**src/watchdog_downcounter_map.vh**
```
// register map, field positions, reset values and timing counts of the watchdog
`ifndef WATCHDOG_DOWNCOUNTER_MAP_VH
`define WATCHDOG_DOWNCOUNTER_MAP_VH

// register index as printed; byte address is four times the index
`define WDG_CTRL_IDX 6'h2E
`define WDG_CTRL_ADDR {`WDG_CTRL_IDX, 2'h0}

// control register fields
`define WDG_ACT_BIT 7
`define WDG_TOP_BIT 6
`define WDG_CNT_MSB 6
`define WDG_CTRL_RESET 8'h7F
`define WDG_ACT_RESET 1'b0
`define WDG_CNT_RESET 7'h7F
`define WDG_ROLL_VAL 7'h40

// countdown pacing
`define WDG_PRESCALE_CYCLES 16'h3E80
`define WDG_STEPS 64

// reset pulse: 30000 ns typical at a 250 MHz clock gives 7500 cycles
`define WDG_RST_PULSE_NS 30000
`define WDG_CLK_MHZ 250
`define WDG_RST_PULSE_CYC 16'h1D4C

// reset phase lengths in clock cycles
`define WDG_PHASE_SHORT 16'h0100
`define WDG_PHASE_LONG 16'h1000

// axi response codes
`define AXI_RESP_OKAY 2'h0
`define AXI_RESP_SLVERR 2'h2

`endif

```
**src/watchdog_downcounter.v**
```verilog
// software-fault watchdog with free-running 7-bit downcounter and AXI4-Lite access
`timescale 1ns/100ps
`include "watchdog_downcounter_map.vh"

// Function
// - countdown steps down once every 16000 machine cycles of the prescaler
// - timeout programmable in 64 steps of one countdown period each
// - when active, countdown passing 40h to 3Fh starts a reset pulse
// - countdown runs whether active or not, stopped during a reset sequence; only the reset depends on activation
// - inactive after reset; once active, cannot be deactivated until reset
// - write with activation set and top timer bit clear resets at once
// - active and no halt option: HALT causes reset instead of halting
// - with halt option selected, HALT enters halt without watchdog reset
// - hardware watchdog option makes it always active, activation bit unused
// - activation bit 7 set by software, cleared only by reset
// - bits 6 to 0 read back the current countdown value
// - control register resets to 7Fh
// - at 8 MHz timeout spans 0-2 ms (C0h) to 126-128 ms (FFh)
// - reset phase of 256 or 4096 cycles follows the watchdog reset
module watchdog_downcounter #(
    parameter ADDR_W = 8,
    parameter [15:0] PRESCALE_CYCLES = `WDG_PRESCALE_CYCLES,
    parameter [15:0] RST_PULSE_CYCLES = `WDG_RST_PULSE_CYC
) (
    // clock and reset
    input wire i_sys_clk,
    input wire i_rst_b,
    // axi4-lite write address
    input wire i_s_axi_awvalid,
    input wire [ADDR_W-1:0] i_s_axi_awaddr,
    input wire [2:0] i_s_axi_awprot,
    output reg o_s_axi_awready,
    // axi4-lite write data
    input wire i_s_axi_wvalid,
    input wire [31:0] i_s_axi_wdata,
    input wire [3:0] i_s_axi_wstrb,
    output reg o_s_axi_wready,
    // axi4-lite write response
    output reg o_s_axi_bvalid,
    output reg [1:0] o_s_axi_bresp,
    input wire i_s_axi_bready,
    // axi4-lite read address
    input wire i_s_axi_arvalid,
    input wire [ADDR_W-1:0] i_s_axi_araddr,
    input wire [2:0] i_s_axi_arprot,
    output reg o_s_axi_arready,
    // axi4-lite read data
    output reg o_s_axi_rvalid,
    output reg [31:0] o_s_axi_rdata,
    output reg [1:0] o_s_axi_rresp,
    input wire i_s_axi_rready,
    // option settings
    input wire i_hw_watchdog_option,
    input wire i_halt_without_reset_option,
    input wire i_long_reset_phase,
    // cpu halt handshake
    input wire i_halt_req,
    output reg o_halt_enter,
    // reset generation and status
    output reg o_sys_rst_b,
    output reg o_reset_phase,
    output reg o_watchdog_active
);

    localparam [1:0] ST_IDLE = 2'h0;
    localparam [1:0] ST_PULSE = 2'h1;
    localparam [1:0] ST_PHASE = 2'h2;

    localparam [ADDR_W-1:0] CTRL_ADDR = `WDG_CTRL_ADDR;
    localparam [15:0] PHASE_SHORT = `WDG_PHASE_SHORT;
    localparam [15:0] PHASE_LONG = `WDG_PHASE_LONG;

    // word-aligned match against the control register
    function hit_ctrl;
        input [ADDR_W-1:0] addr;
        begin
            hit_ctrl = (addr[ADDR_W-1:2] == CTRL_ADDR[ADDR_W-1:2]);
        end
    endfunction

    // next value of a 16-bit cycle counter
    function [15:0] inc16;
        input [15:0] val;
        begin
            inc16 = val + 16'h0001;
        end
    endfunction

    // write channel holding state
    reg aw_got_q;
    reg w_got_q;
    reg [ADDR_W-1:0] aw_addr_q;
    reg [7:0] w_data_q;
    reg w_strb_q;

    // watchdog core state
    reg act_q;
    reg act_d;
    reg [6:0] cnt_q;
    reg [6:0] cnt_d;
    reg [15:0] psc_q;
    reg [15:0] psc_d;
    reg [1:0] state_q;
    reg [15:0] seq_q;
    reg trig;
    reg halt_ok;

    wire aw_fire;
    wire w_fire;
    wire ar_fire;
    wire wr_go;
    wire wr_ctrl;
    wire act_eff;
    wire tick;
    wire [15:0] phase_len;
    wire seq_done;
    wire roll_hit;
    wire [15:0] seq_last;

    assign aw_fire = i_s_axi_awvalid & o_s_axi_awready;
    assign w_fire = i_s_axi_wvalid & o_s_axi_wready;
    assign ar_fire = i_s_axi_arvalid & o_s_axi_arready;
    // a new write waits until the previous response has been taken
    assign wr_go = aw_got_q & w_got_q & ~o_s_axi_bvalid;
    assign wr_ctrl = wr_go & hit_ctrl(aw_addr_q) & w_strb_q;
    assign act_eff = act_q | i_hw_watchdog_option;
    assign tick = (psc_q == PRESCALE_CYCLES - 16'h0001);
    assign phase_len = i_long_reset_phase ? PHASE_LONG : PHASE_SHORT;

    // reset sequence timing
    assign roll_hit = (cnt_q == `WDG_ROLL_VAL);
    // pulse and phase share one counter; each ends on its own last value
    assign seq_last = (state_q == ST_PULSE) ? (RST_PULSE_CYCLES - 16'h0001)
        : (phase_len - 16'h0001);
    assign seq_done = (seq_q == seq_last);

    // write address and data taken independently, in either order
    // each ready is a one-cycle pulse, so a held request is taken once
    always @(posedge i_sys_clk or negedge i_rst_b) begin
        if (!i_rst_b) begin
            o_s_axi_awready <= 1'b0;
            o_s_axi_wready <= 1'b0;
            aw_got_q <= 1'b0;
            w_got_q <= 1'b0;
            aw_addr_q <= {ADDR_W{1'b0}};
            w_data_q <= 8'h00;
            w_strb_q <= 1'b0;
        end else begin
            o_s_axi_awready <= i_s_axi_awvalid & ~o_s_axi_awready & ~aw_got_q;
            o_s_axi_wready <= i_s_axi_wvalid & ~o_s_axi_wready & ~w_got_q;
            if (aw_fire) begin
                aw_got_q <= 1'b1;
                aw_addr_q <= i_s_axi_awaddr;
            end else if (wr_go) begin
                aw_got_q <= 1'b0;
            end
            if (w_fire) begin
                w_got_q <= 1'b1;
                w_data_q <= i_s_axi_wdata[7:0];
                w_strb_q <= i_s_axi_wstrb[0];
            end else if (wr_go) begin
                w_got_q <= 1'b0;
            end
        end
    end

    // write response after both halves are in
    always @(posedge i_sys_clk or negedge i_rst_b) begin
        if (!i_rst_b) begin
            o_s_axi_bvalid <= 1'b0;
            o_s_axi_bresp <= `AXI_RESP_OKAY;
        end else begin
            if (wr_go) begin
                o_s_axi_bvalid <= 1'b1;
                if (hit_ctrl(aw_addr_q)) begin
                    o_s_axi_bresp <= `AXI_RESP_OKAY;
                end else begin
                    o_s_axi_bresp <= `AXI_RESP_SLVERR;
                end
            end else if (o_s_axi_bvalid & i_s_axi_bready) begin
                o_s_axi_bvalid <= 1'b0;
            end
        end
    end

    // read channel
    // no new read address while read data still waits for rready
    always @(posedge i_sys_clk or negedge i_rst_b) begin
        if (!i_rst_b) begin
            o_s_axi_arready <= 1'b0;
            o_s_axi_rvalid <= 1'b0;
            o_s_axi_rdata <= 32'h00000000;
            o_s_axi_rresp <= `AXI_RESP_OKAY;
        end else begin
            o_s_axi_arready <= i_s_axi_arvalid & ~o_s_axi_arready & ~o_s_axi_rvalid;
            if (ar_fire) begin
                o_s_axi_rvalid <= 1'b1;
                if (hit_ctrl(i_s_axi_araddr)) begin
                    o_s_axi_rdata <= {24'h000000, act_q, cnt_q};
                    o_s_axi_rresp <= `AXI_RESP_OKAY;
                end else begin
                    o_s_axi_rdata <= 32'h00000000;
                    o_s_axi_rresp <= `AXI_RESP_SLVERR;
                end
            end else if (o_s_axi_rvalid & i_s_axi_rready) begin
                o_s_axi_rvalid <= 1'b0;
            end
        end
    end

    // prescaler runs regardless of writes; held at zero during a reset sequence
    always @* begin
        psc_d = psc_q;
        if (state_q != ST_IDLE) begin
            psc_d = 16'h0000;
        end else if (tick) begin
            psc_d = 16'h0000;
        end else begin
            psc_d = inc16(psc_q);
        end
    end

    // countdown and activation; a write wins over a same-cycle tick
    always @* begin
        act_d = act_q;
        cnt_d = cnt_q;
        if ((state_q == ST_PULSE) && seq_done) begin
            // watchdog comes back inactive at its reset value
            act_d = `WDG_ACT_RESET;
            cnt_d = `WDG_CNT_RESET;
        end else if (state_q == ST_IDLE) begin
            if (wr_ctrl) begin
                act_d = act_q | w_data_q[`WDG_ACT_BIT];
                cnt_d = w_data_q[`WDG_CNT_MSB:0];
            end else if (tick) begin
                cnt_d = cnt_q - 7'h01;
            end
        end
    end

    // reset triggers and halt grant, looked at only while idle
    always @* begin
        trig = 1'b0;
        halt_ok = 1'b0;
        if (state_q == ST_IDLE) begin
            if (wr_ctrl) begin
                if ((act_d | i_hw_watchdog_option) & ~w_data_q[`WDG_TOP_BIT]) begin
                    trig = 1'b1;
                end
            end else if (tick && act_eff && roll_hit) begin
                trig = 1'b1;
            end
            if (i_halt_req) begin
                if (act_eff && !i_halt_without_reset_option) begin
                    trig = 1'b1;
                end else begin
                    halt_ok = 1'b1;
                end
            end
        end
    end

    // prescaler, countdown and activation registers
    always @(posedge i_sys_clk or negedge i_rst_b) begin
        if (!i_rst_b) begin
            psc_q <= 16'h0000;
            act_q <= `WDG_ACT_RESET;
            cnt_q <= `WDG_CNT_RESET;
        end else begin
            psc_q <= psc_d;
            act_q <= act_d;
            cnt_q <= cnt_d;
        end
    end

    // reset sequence: low pulse first, then the reset phase
    always @(posedge i_sys_clk or negedge i_rst_b) begin
        if (!i_rst_b) begin
            state_q <= ST_IDLE;
            seq_q <= 16'h0000;
        end else begin
            case (state_q)
                ST_IDLE: begin
                    seq_q <= 16'h0000;
                    if (trig) begin
                        state_q <= ST_PULSE;
                    end
                end
                ST_PULSE: begin
                    if (seq_done) begin
                        state_q <= ST_PHASE;
                        seq_q <= 16'h0000;
                    end else begin
                        seq_q <= inc16(seq_q);
                    end
                end
                ST_PHASE: begin
                    if (seq_done) begin
                        state_q <= ST_IDLE;
                        seq_q <= 16'h0000;
                    end else begin
                        seq_q <= inc16(seq_q);
                    end
                end
                default: begin
                    state_q <= ST_IDLE;
                    seq_q <= 16'h0000;
                end
            endcase
        end
    end

    // registered outputs; reset and reset phase follow the sequence state, halt and active do not
    always @(posedge i_sys_clk or negedge i_rst_b) begin
        if (!i_rst_b) begin
            o_sys_rst_b <= 1'b1;
            o_reset_phase <= 1'b0;
            o_halt_enter <= 1'b0;
            o_watchdog_active <= 1'b0;
        end else begin
            o_halt_enter <= halt_ok & ~trig;
            o_watchdog_active <= act_d | i_hw_watchdog_option;
            case (state_q)
                ST_IDLE: begin
                    o_sys_rst_b <= ~trig;
                    o_reset_phase <= 1'b0;
                end
                ST_PULSE: begin
                    o_sys_rst_b <= seq_done;
                    o_reset_phase <= seq_done;
                end
                ST_PHASE: begin
                    o_sys_rst_b <= 1'b1;
                    o_reset_phase <= ~seq_done;
                end
                default: begin
                    o_sys_rst_b <= 1'b1;
                    o_reset_phase <= 1'b0;
                end
            endcase
        end
    end

endmodule // watchdog_downcounter

```
**config.mk**
```make
export PLATFORM = sky130hd
export DESIGN_NAME = watchdog_downcounter
export DESIGN_NICKNAME = d
export VERILOG_FILES = /design/src/watchdog_downcounter.v
export VERILOG_INCLUDE_DIRS = /design/src
export SDC_FILE = /design/constraint.sdc
export NUM_CORES = 1
export LEC_CHECK = 0
export BUFFER_PORTS_ARGS = -buffer_cell sky130_fd_sc_hd__buf_2
export CORE_ASPECT_RATIO = 1.25
export CORE_UTILIZATION = 50
export CTS_CLUSTER_DIAMETER = 60
export DETAILED_ROUTE_END_ITERATION = 10
export PLACE_DENSITY = 0.86
export SLEW_MARGIN = 20
export SYNTH_ARGS = -nofsm -noshare
export SYNTH_HDL_FRONTEND = slang
export SYNTH_SLANG_ARGS = --single-unit
```
**constraint.sdc**
```tcl
create_clock -name i_sys_clk -period 2.4 [get_ports i_sys_clk]
set_input_delay 0.6 -clock i_sys_clk [delete_from_list [all_inputs] [get_ports i_sys_clk]]
set_output_delay 0.6 -clock i_sys_clk [all_outputs]
set_load 0.02 [all_outputs]
```
==> results.cfg, run 1 <==
[outcome]
outcome = finished clean

[yosys]
avgSynthCellArea_um2 = 10.57
ys_types = 55
synth-seq-cells = 78
synthTopCellsByArea = dfrtp_1 44%, dfstp_2 5.3%, buf_4 5.1%, nor2_1 4.3%, mux2_2 4.2%
synth_most_common_cell = dfrtp_1
syn_inst = 377
synthFlopType = dfrtp_1
postSynth.asyncResetShare_pct = 100.0
netlist.area_leader.share_pct = 43.97
yosys.area.top_type = dfrtp_1
ys_seq_area_share_pct = 49.25
yosys_warnings = 0
synthTopCellsByCount = 70 x dfrtp_1, 46 x nor2_1, 27 x buf_4
synth-edff-count = 0
syn_area_um2 = 3984

[die]
start_util_pct = 51.42
dieArea_um2 = 8331
dieHeight_um = 101.8
rows = 36
die_w_um = 81.84
io-pin-count = 114
core_area_um2 = 7747

[setup_path]
slowest_stage = or4b_4
cpPeakStageDelay_ns = 0.52
start_kind = flip-flop
path_delay_family = simple AND/OR/NAND/NOR gates
cp_max_fo = 7
criticalPathCategory = reg -> reg
critical_path_arrival_ns = 2.52
critPathRequiredTime_ns = 2.67
crit_chain = inv_1, ha_1, or4b_4, o22ai_4, and3_1, buf_4, a211oi_1, a31oi_1
crit_path_end_kind = flip-flop
critPathBufInv = 2

[layout]
antenna_cells = 0
drive_gt1_share_pct = 25.51
syn2layout_area_growth_pct = 11.59
fill_cells = 640
nNetsFinal = 513

[global_routing]
grt_pass1_wl_mm = 12.58
grt_max_degree = 41
gr-usage-all-layers_pct = 20.06
grt_pass1_vias = 2798
grt-ovfl-total = 0
antenna_found_initial = 0

[hold_path]
min_path_type = in -> async

[timing]
period_needed_ns = 2.250
finClkSkew_ns = 0.007082
rsz0062_at_grt = false
whs_ns = 0.2248
hold_viol = 0
setup_viol_count_final = 0
fin_tns_setup_ns = 0
worstMarginPinSlew_ns = 0.5491
fin_ws_ns = 0.1497
max_clock_freq_mhz = 444.4
slew_viol_final = 0
period_share_pct = 93.76
relSlewSlack_pct = 63.11

[power_and_ir_drop]
power.density_nw_per_um2 = 811.1
p_leak_nw = 2.050
ir_drop_v = 0.0007242

[cts]
tritoncts = yes
cts_setup_buffers = 0
clk_pin_slew_ns = 0.07
cts.root.buffer_cell = clkbuf_8
postCtsHoldBufs = 0
cts.sinks = 78
cts_buffer_depth = 2
cts_resized = 0
clock_latency_ns = 0.34
cts_max_level = 3
cts_buffers = 9

[route]
ant_nets = 0
viasPerCell = 5.392
drt-total-wl_mm = 7.671
first_pass_iters = 4
drt-wirelength-per-cell_um = 14.26
drc_errors = 0
vias = 2901
drt_iter0_drc = 194

[run]
maxCapViolations = 0

[place]
hpwl_mm = 5.607
gp_congestion = 0.8831
post-place-ws_ns = 0.1888
portBuffers = 50
==> cell usage in the layout, fill, tap and decap left out, drive strengths merged, types with 2 or more instances in the layout <==
cell type  netlist  layout
inv             19      19
dfrtp           70      70
ha               6       6
o21ai           18      18
clkbuf           4      13
or2              2       2
a22o             8       8
or4b             2       2
xnor2           12      12
nand4b           7       7
a211oi           4       4
clkinv           0       3
nand3           14      14
nor2            46      46
nand2b           4       4
xor2            15      15
or4              2       2
a21oi            8       8
dfstp            8       8
o221ai           2       2
mux2            15      15
nand2           21      21
nor3             9       9
and3             7       7
a31oi            5       5
nor3b            5       5
and2             3       3
nor4             3       3
or3              2       2
nand4           12      12
conb             1      26
buf             30      59
==> path summary, 6_finish.rpt <==
| kind | slack (ns) | depth (start not counted) | start | endpoint |
|---|---|---|---|---|
| max in group asynchronous | 1.55 | 2 | i_rst_b | cnt_q[0] |
| min in group i_sys_clk | 0.42 | 2 | i_s_axi_bready | o_s_axi_bvalid |
| worst max-delay path | 0.15 | 8 | state_q[1] | cnt_q[6] |
| worst min-delay path | 0.22 | 1 | i_rst_b | o_s_axi_rvalid |
| worst max register to register | 0.15 | 8 | state_q[1] | cnt_q[6] |
| worst min register to register | 0.46 | 1 | o_s_axi_rvalid | o_s_axi_arready |
==> routing by layer <==
layer,vias up,global-route usage (%),part of all wire [%]
li1,1392,-,-
met1,1398,23.99,42
met2,96,32.68,51
met3,15,5.676,5.8
met4,0,10.12,1.8
met5,-,0,0
==> final cells by class <==
cell class,instances,area (um^2),area share [%]
Sequential cell,78,1962,44.13
Multi-Input combinational cell,271,1783,40.11
Timing Repair Buffer,59,332.8,7.487
Clock buffer,13,158.9,3.574
Tap cell,95,118.9,2.674
Inverter,19,71.32,1.604
Clock inverter,3,18.77,0.4222
==> per-stage QoR <==
step,total power [mW],area [um^2],std cells,utilization [%]
floorplan,2.501,4078,402,-
global placement,2.684,4268,522,55.09
detailed placement,2.747,4268,522,55.09
CTS,3.634,4446,538,57.38
global route,3.829,4446,538,57.38
finish,3.606,4446,538,57.38
==> flip-flops by register name, summed over array words and instances, names as in the netlist, 2 cells and up <==
name and count:
w_data_q 8, seq_q 16, state_q 2, psc_q 16, o_s_axi_rdata 8, cnt_q 7, aw_addr_q 6
==> report_power, final <==
group	total (mW)	internal, mW	leakage, nW	switching, mW
Sequential	1.79	1.58	1.00	0.207
Clock	0.877	0.431	0.0934	0.445
Combinational	0.943	0.404	0.953	0.539
Total	3.61	2.42	2.05	1.19
==> cells by family after synthesis <==
group / synth area share (%)
AOI/OAI and AO/OA: 9.831
xor gates and xnor gates: 5.936
adders and majority gates: 1.884
buffers and inverters: 8.354
DFF: 49.25
muxes: 4.240
other: 0.09413
and+or+nand+nor: 20.42
No activity file was read; power rests on OpenSTA's default activity.
==> run 2, diff against run 1 <==
--- a/config.mk
+++ b/config.mk
@@ -9,9 +9,10 @@
 export BUFFER_PORTS_ARGS = -buffer_cell sky130_fd_sc_hd__buf_2
 export CORE_ASPECT_RATIO = 1.25
 export CORE_UTILIZATION = 50
-export CTS_CLUSTER_DIAMETER = 60
 export DETAILED_ROUTE_END_ITERATION = 10
+export MAX_ROUTING_LAYER = met4
 export PLACE_DENSITY = 0.86
+export RECOVER_POWER = 50
 export SLEW_MARGIN = 20
 export SYNTH_ARGS = -nofsm -noshare
 export SYNTH_HDL_FRONTEND = slang
==> run 2 against run 1 <==
First-iteration DRC count fell by 8.2%. Worst setup slack improved by 0.0097 ns. Wire length rose by 0.23%. Fmax rose by 0.43%. Critical path depth did not move. Sequential power barely moved. Non-clock buffer count did not move. Cell area fell by 0.39%. Clock skew rose by 0.00093 ns. Worst hold slack improved by 0.17 ns. Critical path type unchanged. Critical endpoint unchanged. Highest routed layer unchanged.
==> results.cfg, run 2 (synthesis results as in run 1) <==
[cts]
cts.root.buffer_cell = clkbuf_8
cts.sinks = 78
cts_buffers = 9
cts_max_level = 3
tritoncts = yes
postCtsHoldBufs = 0
clock_latency_ns = 0.35
cts_buffer_depth = 2
cts_resized = 0
cts_setup_buffers = 0
clk_pin_slew_ns = 0.08

[timing]
slew_viol_final = 0
rsz0062_at_grt = false
setup_viol_count_final = 0
max_clock_freq_mhz = 446.3
worstMarginPinSlew_ns = 0.9527
fin_tns_setup_ns = 0
finClkSkew_ns = 0.008011
hold_viol = 0
period_share_pct = 93.36
period_needed_ns = 2.241
relSlewSlack_pct = 36.49

[layout]
top_regs = psc_q (16), seq_q (16)
antenna_cells = 0
drive_gt1_share_pct = 25.51
nNetsFinal = 513
syn2layout_area_growth_pct = 11.15
layout_commonest_cell = dfrtp_1
mostFrequentLayoutCells = 70 x dfrtp_1, 49 x buf_2, 46 x nor2_1
stdcell_count = 538
stdcell_area_um2 = 4428

[route]
ant_nets = 0
drt-total-wl_mm = 7.689
drt_iter0_drc = 178
vias = 2939
viasPerCell = 5.463
drc_errors = 0
drt-wirelength-per-cell_um = 14.29
first_pass_iters = 6

[setup_path]
slowest_stage = or4b_4
critPathRequiredTime_ns = 2.67
cpPeakStageDelay_ns = 0.52
crit_path_end_kind = flip-flop
start_kind = flip-flop
criticalPathCategory = reg -> reg
critical_path_arrival_ns = 2.51
crit_chain = inv_1, ha_1, or4b_4, o22ai_4, and3_1, buf_4, a211oi_1, a31oi_1
cp_max_fo = 7

[global_routing]
antenna_found_initial = 0
gr-usage-met2_pct = 32.74
met1_usage_pct = 24.34
grt_max_degree = 41
grt_pass1_vias = 2798
top_usage_layer = met2
grt_pass1_wl_mm = 12.59
gr-usage-all-layers_pct = 20.71
grt-ovfl-total = 0
grtUsageMet3_pct = 5.135

[power_and_ir_drop]
p_leak_nw = 2.044
swShare_pct = 33.12
power_frac_seq_pct = 49.5
power.density_nw_per_um2 = 814.4
ir_drop_v = 0.0007268
switchingPower_mw = 1.194
p_clk_share_pct = 24.5
intPower_mw = 2.412
combPwrFrac_pct = 26.0

[die]
io-pin-count = 114
start_util_pct = 51.42
die_w_um = 81.84
core_area_um2 = 7747
dieHeight_um = 101.8
dieArea_um2 = 8331
rows = 36

[run]
maxCapViolations = 0

[place]
hpwl_mm = 5.607
portBuffers = 50
gp_congestion = 0.8978
placedInstanceArea_um2 = 4268
dp_cells = 522

[outcome]
outcome = finished clean

[hold_path]
min_path_type = in -> async
run 2: cell type report:
| type | count | area [um^2] |
|---|---|---|
| Fill cell | 641 | 3319 |
| Sequential cell | 78 | 1962 |
| Multi-Input combinational cell | 271 | 1783 |
| Timing Repair Buffer | 59 | 315.3 |
| Clock buffer | 13 | 158.9 |
| Tap cell | 95 | 118.9 |
| Inverter | 19 | 71.32 |
| Clock inverter | 3 | 18.77 |
run 2: path summary, 6_finish.rpt:
| path | startpoint | endpoint | slack [ns] | depth (start not counted) |
|---|---|---|---|---|
| max in group asynchronous | i_rst_b | o_s_axi_bresp[1] | 0.56 | 2 |
| worst min register to register | o_s_axi_rvalid | o_s_axi_arready | 0.46 | 1 |
| worst max-delay path | state_q[1] | cnt_q[6] | 0.16 | 8 |
| worst min-delay path | i_rst_b | o_s_axi_rvalid | 0.39 | 1 |
| min in group i_sys_clk | i_s_axi_bready | o_s_axi_bvalid | 0.42 | 2 |
| worst max register to register | state_q[1] | cnt_q[6] | 0.16 | 8 |
run 2: power groups by stage:
stage               logic (mW)  registers (mW)  clock network [mW]
finish                   0.936            1.79               0.884
global route              1.05            1.82               0.957
CTS                      0.943            1.79               0.906
detailed placement       0.940            1.81                   0
global placement         0.895            1.79                   0
floorplan                0.694            1.81                   0
run 2: stage by stage:
step | hold slack, ns | utilization [%] | total power [mW] | setup WS, ns
global route | 0.4206 | 57.15 | 3.827 | 0.01452
CTS | 0.2323 | 57.38 | 3.634 | 0.1758
detailed placement | 0.4588 | 55.09 | 2.747 | 0.1888
floorplan | 0.3044 | - | 2.501 | 0.4170
global placement | 0.4378 | 55.09 | 2.684 | 0.2366
finish | 0.3937 | 57.15 | 3.606 | 0.1594
run 2: critical path: cells and delay by family (launching register included):
kind,cells,cell delay [ns]
simple gates,2,0.77
compound gates,3,0.39
buf+inv,2,0.29
fa+ha+maj,1,0.31
flops,1,0.40
run 2: metal layers:
layer | vias to the layer above | routed length (um)
li1 | 1394 | -
met1 | 1414 | 3191
met2 | 112 | 3876
met3 | 19 | 434
met4 | 0 | 187
met5 | - | 0
